==> src/logic/rcss_cfg.svh <==
`ifndef RCSS_CFG_SVH
`define RCSS_CFG_SVH

// ****************************************************************
// timing
// ****************************************************************
`define RCSS_CLK_HZ 20000000
`define RCSS_SERIAL_BPS 9600
`define RCSS_BAUD_DIV (`RCSS_CLK_HZ / `RCSS_SERIAL_BPS)

// ****************************************************************
// register byte offsets
// ****************************************************************
`define RCSS_OFS_CFG 8'h00
`define RCSS_OFS_GAIN_PRI 8'h04
`define RCSS_OFS_GAIN_SEC 8'h08
`define RCSS_OFS_STATUS 8'h0c

// ****************************************************************
// config word fields
// ****************************************************************
`define RCSS_CFG_SPEED_EN 0
`define RCSS_CFG_DISABLE_EN 1
`define RCSS_CFG_DIR_EN 2
`define RCSS_CFG_JOG_EN 3
`define RCSS_CFG_AUX_LO 4
`define RCSS_CFG_SERIAL_EN 8
`define RCSS_CFG_FB_LO 9
`define RCSS_CFG_LOSS_LO 12
`define RCSS_CFG_NODE_LO 16

// ****************************************************************
// status word fields
// ****************************************************************
`define RCSS_ST_BUS_LOSS 0
`define RCSS_ST_SRC_LO 1
`define RCSS_ST_SEC_GAIN 3
`define RCSS_ST_SERIAL 4
`define RCSS_ST_FIELDBUS 5
`define RCSS_ST_CMD_LO 6

// ****************************************************************
// codes and reset values
// ****************************************************************
`define RCSS_AUX_GAINS 2'h0
`define RCSS_AUX_SERIAL 2'h1
`define RCSS_AUX_SPECIAL 2'h2
`define RCSS_AUX_FIELDBUS 2'h3
`define RCSS_LOSS_RAMP 2'h0
`define RCSS_LOSS_GENERAL 2'h1
`define RCSS_LOSS_NONE 2'h2
`define RCSS_FB_MAX 3'h6
`define RCSS_NODE_RESET 5'h01
`define RCSS_GAIN_RESET 32'h0000_0000

`endif

==> src/logic/rcss_pkg.sv <==
`default_nettype none

package rcss_pkg;

  // ****************************************************************
  // drive command bundle
  // ****************************************************************
  typedef struct packed {
    logic general_disable;
    logic ramp_disable;
    logic fault_reset;
    logic direction;
    logic jog_fwd;
    logic jog_rev;
  } rcss_cmd_t;

  // ****************************************************************
  // configuration held by software
  // ****************************************************************
  typedef struct packed {
    logic speed_ref_remote_enable;
    logic disable_cmd_remote_enable;
    logic direction_remote_enable;
    logic jog_remote_enable;
    logic [1:0] aux_input_function;
    logic serial_link_enable;
    logic [2:0] fieldbus_select;
    logic [1:0] bus_loss_action;
    logic [4:0] node_address;
  } rcss_cfg_t;

  typedef enum logic [1:0] {
    RCSS_SRC_DI,
    RCSS_SRC_SERIAL,
    RCSS_SRC_FIELDBUS
  } rcss_src_t;

endpackage

`default_nettype wire

==> src/logic/rcss_baud_gen.sv <==
`timescale 1ns/1ps
`default_nettype none
`include "rcss_cfg.svh"

module rcss_baud_gen
(
  input wire logic sys_clk_in,
  input wire logic reset_n_in,
  input wire logic enable_in,
  output logic tick_out
);

  localparam logic [11:0] DIV_LAST = 12'(`RCSS_BAUD_DIV - 1);

  logic [11:0] cnt;
  logic [11:0] next_cnt;
  logic next_tick;

  // one tick per bit time; counter parks at zero while off
  always_comb
  begin
    next_cnt = 12'h000;
    next_tick = 1'b0;
    if (enable_in)
    begin
      if (cnt == DIV_LAST)
      begin
        next_tick = 1'b1;
      end
      else
      begin
        next_cnt = cnt + 12'h001;
      end
    end
  end

  always_ff @(posedge sys_clk_in or negedge reset_n_in)
  begin
    if (!reset_n_in)
    begin
      cnt <= 12'h000;
      tick_out <= 1'b0;
    end
    else
    begin
      cnt <= next_cnt;
      tick_out <= next_tick;
    end
  end
endmodule

`default_nettype wire

==> src/logic/rcss_top.sv <==
`timescale 1ns/1ps
`default_nettype none
`include "rcss_cfg.svh"

module rcss_top
(
  input wire logic sys_clk_in,
  input wire logic reset_n_in,
  input wire logic hsel_in,
  input wire logic [31:0] haddr_in,
  input wire logic [1:0] htrans_in,
  input wire logic hwrite_in,
  input wire logic [2:0] hsize_in,
  input wire logic [31:0] hwdata_in,
  input wire logic hready_in,
  output logic hreadyout_out,
  output logic hresp_out,
  output logic [31:0] hrdata_out,
  input wire rcss_pkg::rcss_cmd_t di_cmd_in,
  input wire logic [15:0] di_speed_ref_in,
  input wire logic di_release_in,
  input wire rcss_pkg::rcss_cmd_t serial_cmd_in,
  input wire logic [15:0] serial_speed_ref_in,
  input wire rcss_pkg::rcss_cmd_t fieldbus_cmd_in,
  input wire logic [15:0] fieldbus_speed_ref_in,
  input wire logic fieldbus_link_up_in,
  input wire logic aux_digital_input_in,
  output rcss_pkg::rcss_cmd_t drive_cmd_out,
  output logic [15:0] speed_ref_out,
  output rcss_pkg::rcss_src_t cmd_source_out,
  output logic secondary_gains_out,
  output logic [15:0] gain_prop_out,
  output logic [15:0] gain_integral_out,
  output logic serial_bit_tick_out,
  output logic serial_link_active_out,
  output logic fieldbus_active_out,
  output logic [2:0] fieldbus_variant_out,
  output logic [4:0] node_address_out,
  output logic bus_loss_fault_out
);

  // ****************************************************************
  // bus slave state
  // ****************************************************************
  rcss_pkg::rcss_cfg_t cfg, next_cfg;
  logic [31:0] gain_pri, next_gain_pri;
  logic [31:0] gain_sec, next_gain_sec;
  logic wr_pend, next_wr_pend;
  logic [7:0] wr_addr, next_wr_addr;
  logic [31:0] next_hrdata;
  logic loss_clear;
  logic [31:0] status_word;
  logic addr_phase;

  // zero wait states: every transfer completes in its first data cycle
  assign hreadyout_out = 1'b1;
  assign hresp_out = 1'b0;
  assign addr_phase = hsel_in && htrans_in[1] && hready_in;

  // write data lands one cycle after its address phase
  always_comb
  begin
    next_cfg = cfg;
    next_gain_pri = gain_pri;
    next_gain_sec = gain_sec;
    loss_clear = 1'b0;
    next_wr_pend = addr_phase && hwrite_in;
    next_wr_addr = addr_phase ? haddr_in[7:0] : wr_addr;
    if (wr_pend)
      unique case (wr_addr)
        `RCSS_OFS_CFG:
        begin
          next_cfg.speed_ref_remote_enable = hwdata_in[`RCSS_CFG_SPEED_EN];
          next_cfg.disable_cmd_remote_enable = hwdata_in[`RCSS_CFG_DISABLE_EN];
          next_cfg.direction_remote_enable = hwdata_in[`RCSS_CFG_DIR_EN];
          next_cfg.jog_remote_enable = hwdata_in[`RCSS_CFG_JOG_EN];
          next_cfg.aux_input_function = hwdata_in[`RCSS_CFG_AUX_LO +: 2];
          next_cfg.serial_link_enable = hwdata_in[`RCSS_CFG_SERIAL_EN];
          // out-of-range variants are refused, keeping the old choice
          if (hwdata_in[`RCSS_CFG_FB_LO +: 3] <= `RCSS_FB_MAX)
            next_cfg.fieldbus_select = hwdata_in[`RCSS_CFG_FB_LO +: 3];
          next_cfg.bus_loss_action = hwdata_in[`RCSS_CFG_LOSS_LO +: 2];
          next_cfg.node_address = hwdata_in[`RCSS_CFG_NODE_LO +: 5];
        end
        `RCSS_OFS_GAIN_PRI: next_gain_pri = hwdata_in;
        `RCSS_OFS_GAIN_SEC: next_gain_sec = hwdata_in;
        `RCSS_OFS_STATUS: loss_clear = hwdata_in[`RCSS_ST_BUS_LOSS];
        default: ;
      endcase
  end

  // read data sampled at the address phase from the forwarded values,
  // so a read right behind a config or gain write sees the new contents
  always_comb
  begin
    next_hrdata = 32'h0000_0000;
    if (addr_phase && !hwrite_in)
      unique case (haddr_in[7:0])
        `RCSS_OFS_CFG:
        begin
          next_hrdata[`RCSS_CFG_SPEED_EN] = next_cfg.speed_ref_remote_enable;
          next_hrdata[`RCSS_CFG_DISABLE_EN] = next_cfg.disable_cmd_remote_enable;
          next_hrdata[`RCSS_CFG_DIR_EN] = next_cfg.direction_remote_enable;
          next_hrdata[`RCSS_CFG_JOG_EN] = next_cfg.jog_remote_enable;
          next_hrdata[`RCSS_CFG_AUX_LO +: 2] = next_cfg.aux_input_function;
          next_hrdata[`RCSS_CFG_SERIAL_EN] = next_cfg.serial_link_enable;
          next_hrdata[`RCSS_CFG_FB_LO +: 3] = next_cfg.fieldbus_select;
          next_hrdata[`RCSS_CFG_LOSS_LO +: 2] = next_cfg.bus_loss_action;
          next_hrdata[`RCSS_CFG_NODE_LO +: 5] = next_cfg.node_address;
        end
        `RCSS_OFS_GAIN_PRI: next_hrdata = next_gain_pri;
        `RCSS_OFS_GAIN_SEC: next_hrdata = next_gain_sec;
        `RCSS_OFS_STATUS: next_hrdata = status_word;
        default: next_hrdata = 32'h0000_0000;
      endcase
  end

  always_ff @(posedge sys_clk_in or negedge reset_n_in)
  begin
    if (!reset_n_in)
    begin
      cfg <= '{node_address: `RCSS_NODE_RESET, default: '0};
      gain_pri <= `RCSS_GAIN_RESET;
      gain_sec <= `RCSS_GAIN_RESET;
      wr_pend <= 1'b0;
      wr_addr <= 8'h00;
      hrdata_out <= 32'h0000_0000;
    end
    else
    begin
      cfg <= next_cfg;
      gain_pri <= next_gain_pri;
      gain_sec <= next_gain_sec;
      wr_pend <= next_wr_pend;
      wr_addr <= next_wr_addr;
      hrdata_out <= next_hrdata;
    end
  end

  // ****************************************************************
  // fieldbus loss flag
  // ****************************************************************
  logic fb_active, next_loss;

  assign fb_active = cfg.fieldbus_select != 3'h0;

  // a drop in the same cycle as a clear keeps the flag set
  always_comb
  begin
    next_loss = bus_loss_fault_out && !loss_clear;
    if (fb_active && !fieldbus_link_up_in)
      next_loss = 1'b1;
  end

  always_ff @(posedge sys_clk_in or negedge reset_n_in)
  begin
    if (!reset_n_in)
    begin
      bus_loss_fault_out <= 1'b0;
    end
    else
    begin
      bus_loss_fault_out <= next_loss;
    end
  end

  // ****************************************************************
  // source and gain selection
  // ****************************************************************
  rcss_pkg::rcss_src_t src;
  rcss_pkg::rcss_cmd_t remote_cmd, next_cmd;
  logic [15:0] remote_ref, next_ref;
  logic next_sec, remote;

  // aux function two leaves both source and gains at their defaults
  always_comb
  begin
    src = rcss_pkg::RCSS_SRC_DI;
    next_sec = 1'b0;
    unique case (cfg.aux_input_function)
      `RCSS_AUX_GAINS: next_sec = aux_digital_input_in;
      `RCSS_AUX_SERIAL:
        if (aux_digital_input_in)
          src = rcss_pkg::RCSS_SRC_SERIAL;
      `RCSS_AUX_SPECIAL: ;
      `RCSS_AUX_FIELDBUS:
        if (aux_digital_input_in)
          src = rcss_pkg::RCSS_SRC_FIELDBUS;
    endcase
  end

  assign remote = src != rcss_pkg::RCSS_SRC_DI;
  assign remote_cmd = (src == rcss_pkg::RCSS_SRC_SERIAL) ? serial_cmd_in : fieldbus_cmd_in;
  assign remote_ref =
    (src == rcss_pkg::RCSS_SRC_SERIAL) ? serial_speed_ref_in : fieldbus_speed_ref_in;

  // each group picks remote only when its own enable allows it
  always_comb
  begin
    next_cmd = di_cmd_in;
    next_ref = di_speed_ref_in;
    if (remote && cfg.speed_ref_remote_enable)
      next_ref = remote_ref;
    if (remote && cfg.disable_cmd_remote_enable)
    begin
      next_cmd.general_disable = remote_cmd.general_disable;
      next_cmd.ramp_disable = remote_cmd.ramp_disable;
      next_cmd.fault_reset = remote_cmd.fault_reset;
    end
    if (remote && cfg.direction_remote_enable)
      next_cmd.direction = remote_cmd.direction;
    if (remote && cfg.jog_remote_enable)
    begin
      next_cmd.jog_fwd = remote_cmd.jog_fwd;
      next_cmd.jog_rev = remote_cmd.jog_rev;
    end
    // the hardwired release stays in charge even under remote control
    if (!di_release_in)
      next_cmd.general_disable = 1'b1;
    if (bus_loss_fault_out)
      unique case (cfg.bus_loss_action)
        `RCSS_LOSS_RAMP: next_cmd.ramp_disable = 1'b1;
        `RCSS_LOSS_GENERAL: next_cmd.general_disable = 1'b1;
        default: ; // none, and the unused code, take no action
      endcase
  end

  always_ff @(posedge sys_clk_in or negedge reset_n_in)
  begin
    if (!reset_n_in)
    begin
      drive_cmd_out <= '{general_disable: 1'b1, default: 1'b0};
      speed_ref_out <= 16'h0000;
      cmd_source_out <= rcss_pkg::RCSS_SRC_DI;
      secondary_gains_out <= 1'b0;
      gain_prop_out <= 16'h0000;
      gain_integral_out <= 16'h0000;
    end
    else
    begin
      drive_cmd_out <= next_cmd;
      speed_ref_out <= next_ref;
      cmd_source_out <= src;
      secondary_gains_out <= next_sec;
      gain_prop_out <= next_sec ? gain_sec[15:0] : gain_pri[15:0];
      gain_integral_out <= next_sec ? gain_sec[31:16] : gain_pri[31:16];
    end
  end

  // ****************************************************************
  // link status and bit timing
  // ****************************************************************
  assign serial_link_active_out = cfg.serial_link_enable;
  assign fieldbus_active_out = fb_active;
  assign fieldbus_variant_out = cfg.fieldbus_select;
  assign node_address_out = cfg.node_address;

  rcss_baud_gen u_baud
  (
    .sys_clk_in(sys_clk_in),
    .reset_n_in(reset_n_in),
    .enable_in(cfg.serial_link_enable),
    .tick_out(serial_bit_tick_out)
  );

  // status word, read-only except the bus loss clear bit
  always_comb
  begin
    status_word = 32'h0000_0000;
    status_word[`RCSS_ST_BUS_LOSS] = bus_loss_fault_out;
    status_word[`RCSS_ST_SRC_LO +: 2] = cmd_source_out;
    status_word[`RCSS_ST_SEC_GAIN] = secondary_gains_out;
    status_word[`RCSS_ST_SERIAL] = cfg.serial_link_enable;
    status_word[`RCSS_ST_FIELDBUS] = fb_active;
    status_word[`RCSS_ST_CMD_LO +: 6] = drive_cmd_out;
  end
endmodule

`default_nettype wire

==> config.mk <==
export PLATFORM = sky130hd
export DESIGN_NAME = rcss_top
export DESIGN_NICKNAME = d
export VERILOG_FILES = /design/src/logic/rcss_pkg.sv /design/src/logic/rcss_baud_gen.sv /design/src/logic/rcss_top.sv
export VERILOG_INCLUDE_DIRS = /design/src /design/src/logic
export SDC_FILE = /design/constraint.sdc
export NUM_CORES = 1
export LEC_CHECK = 0
export BUFFER_PORTS_ARGS = -buffer_cell sky130_fd_sc_hd__buf_2
export CAP_MARGIN = 20
export CORE_ASPECT_RATIO = 0.75
export CORE_MARGIN = 2
export CORE_UTILIZATION = 56
export DETAILED_ROUTE_END_ITERATION = 6
export HOLD_SLACK_MARGIN = 0.05
export PLACE_DENSITY = 0.91
export SYNTH_ARGS = -nofsm -noshare
export SYNTH_HDL_FRONTEND = slang
export SYNTH_SLANG_ARGS = --single-unit
==> constraint.sdc <==
create_clock -name sys_clk_in -period 3.41 [get_ports sys_clk_in]
set_input_delay 0.341 -clock sys_clk_in [delete_from_list [all_inputs] [get_ports sys_clk_in]]
set_output_delay 0.341 -clock sys_clk_in [all_outputs]
set_load 0.02 [all_outputs]
==> results of run 1 <==
[where the power goes]
part           leakage [nW]  switching [W]  total [W]  internal (W)
logic                  2.18       0.000394   0.000670      0.000276
clock network         0.284       0.000922    0.00196       0.00104
registers              2.37       0.000103    0.00256       0.00245
[routing by layer]
metal	vias to the layer above	share of wire, %	global-route usage (%)
li1	2755	-	-
met1	3027	42	35.9
met2	243	50	46.1
met3	23	7.0	5.27
met4	0	1.4	9.45
met5	-	0	0
[cell type report]
class,instances,area [µm²]
Multi-Input combinational cell,412,3050
Tap cell,200,250
Clock buffer,19,433
Timing Repair Buffer,233,1220
Fill cell,1068,4370
Clock inverter,13,145
Sequential cell,193,4830
Inverter,15,56.3
[worst register-to-register path, delay by kind of cell, from the launching register on]
| family | cells | cell delay (ps) |
|---|---|---|
| AO/OA/AOI/OAI | 2 | 590 |
| flip-flops | 1 | 420 |
| AND/OR/NAND/NOR | 3 | 1670 |
[path summary, 6_finish.rpt]
check	endpoint	slack (ps)
worst min register to register	node_address_out[0]	480
worst min-delay path	drive_cmd_out[5]	70
worst max-delay path	hrdata_out[19]	640
worst max register to register	hrdata_out[19]	640
max in group asynchronous	node_address_out[0]	1900
min in group asynchronous	gain_integral_out[10]	560
[stage by stage]
stage                     cells  utilization [%]  hold slack, ps
final                      1085             69.6            73.1
after global routing       1085             69.6            73.4
after CTS                  1085             69.6            66.2
after detailed placement   1052             65.5             470
after global placement     1052             65.5             465
after floorplan             667                -            45.4
[sequential cells by signal, summed over array words and instances, names as in the netlist]
signal,count
hrdata_out,32
gain_sec,32
node_address_out,5
wr_addr,8
gain_prop_out,16
cmd_source_out,2
secondary_gains_out,1
u_baud.cnt,12
drive_cmd_out,6
bus_loss_fault_out,1
speed_ref_out,16
wr_pend,1
gain_integral_out,16
cfg,8
serial_link_active_out,1
u_baud.tick_out,1
gain_pri,32
fieldbus_variant_out,3
[cells by family after synthesis]
| group | Yosys count | share of synthesized area, % |
|---|---|---|
| fa+ha+maj | 2 | 0.306 |
| other cells | 2 | 0.0918 |
| flops | 193 | 59.1 |
| compound gates | 95 | 7.83 |
| xor+xnor | 11 | 1.18 |
| buf+inv | 62 | 3.67 |
| simple gates | 172 | 10.3 |
| mux | 130 | 17.5 |
[synth_stat cells, types with 9 or more instances]
cell and number:
dfrtp_1 191, mux2_2 104, nand2_1 75, nor2_1 30, o21ai_0 30, mux2i_1 26
nand3_1 24, clkbuf_1 18, buf_2 15, inv_1 15, a21oi_1 14, a21boi_0 11
buf_4 11, a32oi_1 10, and3_1 9
==> impl_metrics.yaml, run 1 <==
outcome:
  status: "completed"
worst_setup_path:
  startpoint: "wr_addr[5]"
  critPathCaptureType: "flip-flop"
  critPathArrivalTime_ps: 3120
  reg2reg_from: "wr_addr[5]"
  path_depth: 5
  startpoint_type: "flip-flop"
  crit_slowest_cell: "nor4_4"
  critPathTopFamily: "simple AND/OR/NAND/NOR gates"
  worstPathRequired_ps: 3760
  max_stage_delay_ps: 720
  path_cells: "nor4_4 > nand3_2 > a32o_1 > or3_1 > a21oi_1"
  path_buf_inv: 0
  worstSetupPathType: "reg2reg"
  worstPathMaxFanout: 15
  reg2reg_depth: 5
sta:
  timing.fmax_mhz: 362
  grt_setup_unrepaired: "false"
  setup_ws_ps: 644
  fin_skew_ps: 14.5
  layout_worst_path_cycle_share_pct: 81.1
  final_hold_viol_count: 0
  slew_headroom_pct: 39.6
  final_max_slew_viol_count: 0
  setup_viol: 0
  fin_setup_tns_ps: 0
  period_needed_ps: 2770
  worst_pin_slew_ps: 903
cts:
  clkLatencyLatePin_ps: 430
  cts_hold_buffers: 1
  clkTransAtPathRegs_ps: 70
  ctsResizeCount: 0
  clock_sinks: 193
  ctsHtreeMaxLevel: 4
  cts-buffers-inserted: 17
  cts_setup_buffers: 0
  cts-root-buf: "clkbuf_16"
  tritoncts: "built"
  cts_buffer_depth: 2
finish:
  areaGrowthSynthToFinish_pct: 22.2
  final_common_cell: "buf_2"
  final_layout_size_suffix_gt1_share_pct: 42.4
  diodes: 0
  final_area_um2: 9990
  final_cell_mix: "214 x buf_2, 191 x dfrtp_1, 104 x mux2_2, 75 x nand2_1"
  nNetsFinal: 1017
yosys:
  async_flop_share_pct: 100
  yosysTopAreaCell: "dfrtp_1"
  ys_types: 50
  yosysWarnings: 0
  synth_top_area_share_pct: 58.4
  seq_area_frac_synth_pct: 59.1
  netlist_instances: 667
  syn-cell-area_um2: 8180
  synth_area_leaders: "dfrtp_1 58%, mux2_2 14%, nand2_1 3.4%, mux2i_1 3.2%, o21ai_0 1.8%"
  synth_seq_cells: 193
  avgSynthCellArea_um2: 12.3
  ys.flop_type: "dfrtp_1"
  synth_nets: 812
  synth_edf_count: 0
hold_path:
  worstHoldPathType: "in2reg"
  whs_path_depth: 2
  hp-start: "di_release_in"
place:
  preCtsSetupSlack_ps: 741
  placed_area_um2: 9400
  io_buffers: 215
  place.gp.congestion: 0.854
  dp_hpwl_um: 13800
flow_run:
  maxCapViolCount: 0
detailed_routing:
  vias: 6048
  avgRoutedWirePerCell_um: 18.8
  totalWireLength_um: 20400
  drc: 0
  drt-pass1-iter-count: 5
  drtAntennaViolNets: 0
  vias_per_cell: 5.57
  drt-initial-drc-count: 395
power_and_ir_drop:
  pwr_density_cell_nw_per_um2: 519
  total_power_w: 0.00519
  peakVddDrop_uv: 354
  leakage_nw: 4.84
global_routing:
  first_global_vias: 6220
  grt_pass1_wl_um: 32300
  grt_max_degree: 108
  globalRouteOverflowTotal: 0
  grt_usage_pct: 27.3
  antenna_found_initial: 0
die:
  chipHeight_um: 109
  dieArea_um2: 15600
  num_rows: 38
  pin_count: 246
  core_area_um2: 14400
  die_w_um: 144
  start_util_pct: 57.0
Power figures use the tool's default switching activity.
==> inputs of run 2 (changes only) <==
CORE_UTILIZATION = 47   (was 56)
PLACE_DENSITY = 0.82   (was 0.91)
clock period = 2.5 ns   (was 3.41 ns; I/O delays follow)
==> run 2 against run 1 <==
Net effect:
- worst setup slack got worse by 400 ps
- sequential share of layout area decreased by 1.8 points
- maximum frequency increased by 23%
- critical path depth increased by 1
- register-to-register slack got worse by 400 ps
- clock power increased by 37%
- clock skew about the same
- critical path type unchanged
- largest power group unchanged
- highest routed layer unchanged
==> impl_metrics.yaml, run 2 (same netlist as run 1, synthesis figures left out) <==
outcome:
  status: "completed"
place:
  placed_area_um2: 9550
  dp_hpwl_um: 14600
  io_buffers: 215
  place.gp.congestion: 0.851
worst_setup_path:
  critPathCaptureType: "flip-flop"
  r2r_slack_ps: 250
  endpoint: "hrdata_out[5]"
  reg2reg_depth: 6
  r2r-end: "hrdata_out[5]"
  worstPathRequired_ps: 2810
  startpoint_type: "flip-flop"
  startpoint: "wr_addr[5]"
  reg2reg_from: "wr_addr[5]"
  worstPathMaxFanout: 8
  critPathArrivalTime_ps: 2570
  worstSetupPathType: "reg2reg"
power_and_ir_drop:
  clkPwrFrac_pct: 37.6
  leakage_nw: 5.01
  switchingPower_w: 0.00203
  seq_power_share_pct: 48.8
  peakVddDrop_uv: 425
  power_frac_comb_pct: 13.6
  pwr_density_cell_nw_per_um2: 687
  p_int_w: 0.00511
  p_sw_share_pct: 28.4
hold_path:
  worstHoldPathType: "in2reg"
finish:
  largestRegisters: "gain_pri (32), gain_sec (32), hrdata_out (32)"
  nNetsFinal: 1053
  final_cell_mix: "214 x buf_2, 191 x dfrtp_1, 104 x mux2_2, 75 x nand2_1"
  final_layout_size_suffix_gt1_share_pct: 42.2
  utilization_pct: 61.4
  n_fill_cell: 1331
  final_area_um2: 10400
  diodes: 0
  areaGrowthSynthToFinish_pct: 27.0
  final_common_cell: "buf_2"
sta:
  setup_viol: 0
  grt_setup_unrepaired: "false"
  layout_worst_path_cycle_share_pct: 90.1
  final_hold_viol_count: 0
  final_max_slew_viol_count: 0
  timing.fmax_mhz: 444
  holdWs_ps: 57.9
  period_needed_ps: 2250
  fin_skew_ps: 14.7
  slew_headroom_pct: 60.5
  fin_setup_tns_ps: 0
  worst_pin_slew_ps: 592
cts:
  ctsHtreeMaxLevel: 4
  cts-root-buf: "clkbuf_16"
  cts_setup_buffers: 0
  clock_sinks: 193
  cts-buffers-inserted: 17
  clkLatencyLatePin_ps: 440
  clkTransAtPathRegs_ps: 80
  cts_buffer_depth: 2
  tritoncts: "built"
detailed_routing:
  route.met3.wl_um: 1600
  drtAntennaViolNets: 0
  vias_per_cell: 5.43
  avgRoutedWirePerCell_um: 19.0
  totalWireLength_um: 21600
  vias: 6167
  dr.max_layer_used: "met4"
  drt-initial-drc-count: 489
  wl_met2_um: 10400
  met1_length_um: 9390
  drc: 0
  drt-pass1-iter-count: 5
flow_run:
  maxCapViolCount: 0
global_routing:
  globalRouteOverflowTotal: 0
  antenna_found_initial: 0
  first_global_vias: 6344
  grt_usage_pct: 24.1
  grt_max_degree: 74
  grt_pass1_wl_um: 34100
die:
  dieArea_um2: 18500
  core_area_um2: 16900
  chipHeight_um: 118
  num_rows: 41
  pin_count: 246
  die_w_um: 156
  start_util_pct: 48.3
run 2: per-layer routing:
layer	global-route usage [%]	vias to the layer above
li1	-	2825
met1	32.8	3054
met2	38.8	265
met3	6.53	23
met4	5.68	0
met5	0	-
run 2: layout make-up:
cell class              instances  area, µm²  area share, %
flip-flops and latches        193       4830           46.5
multi-input cells             412       3050           29.4
repair buffers                269       1590           15.3
clock buffers                  17        425           4.10
well taps                     215        269           2.59
clock inverters                15        160           1.54
inverters                      15       56.3          0.542
run 2: critical path: stages, from the launching register on:
cell,delay (ps)
dfrtp_1,410
nor4_4,460
buf_4,220
and3_1,390
mux2_2,400
a22oi_1,160
a21oi_1,100
run 2: worst min-delay path by stage:
stage | start | slack [ps] | cells past startpoint | endpoint
global route | haddr_in[4] | 60 | 2 | wr_addr[4]
floorplan | reset_n_in | -50 | 0 | bus_loss_fault_out
global placement | reset_n_in | 310 | 1 | gain_integral_out[8]
finish | hwdata_in[20] | 60 | 2 | node_address_out[4]
detailed placement | reset_n_in | 300 | 1 | gain_integral_out[8]
CTS | hwdata_in[20] | 50 | 2 | node_address_out[4]
run 2: per-stage QoR:
stage	setup slack, ps	total power [W]	std cells
2_1_floorplan	528	0.00406	667
3_3_place_gp	311	0.00445	1079
3_5_place_dp	288	0.00448	1079
4_1_cts	243	0.00718	1136
5_1_grt	73.7	0.00742	1136
6_report	247	0.00714	1136
run 2: power by group through the flow:
stage	registers (W)	logic, W	clock network, W
after global placement	0.00353	0.000914	0
after global routing	0.00351	0.00106	0.00286
after detailed placement	0.00354	0.000938	0
final	0.00348	0.000972	0.00268
after floorplan	0.00362	0.000438	0
after CTS	0.00348	0.000976	0.00272
run 2: what timing repair did:
action,in CTS,in global routing
endpoints found under the hold margin,95,0
hold buffers,25,0
gates resized for setup,0,0
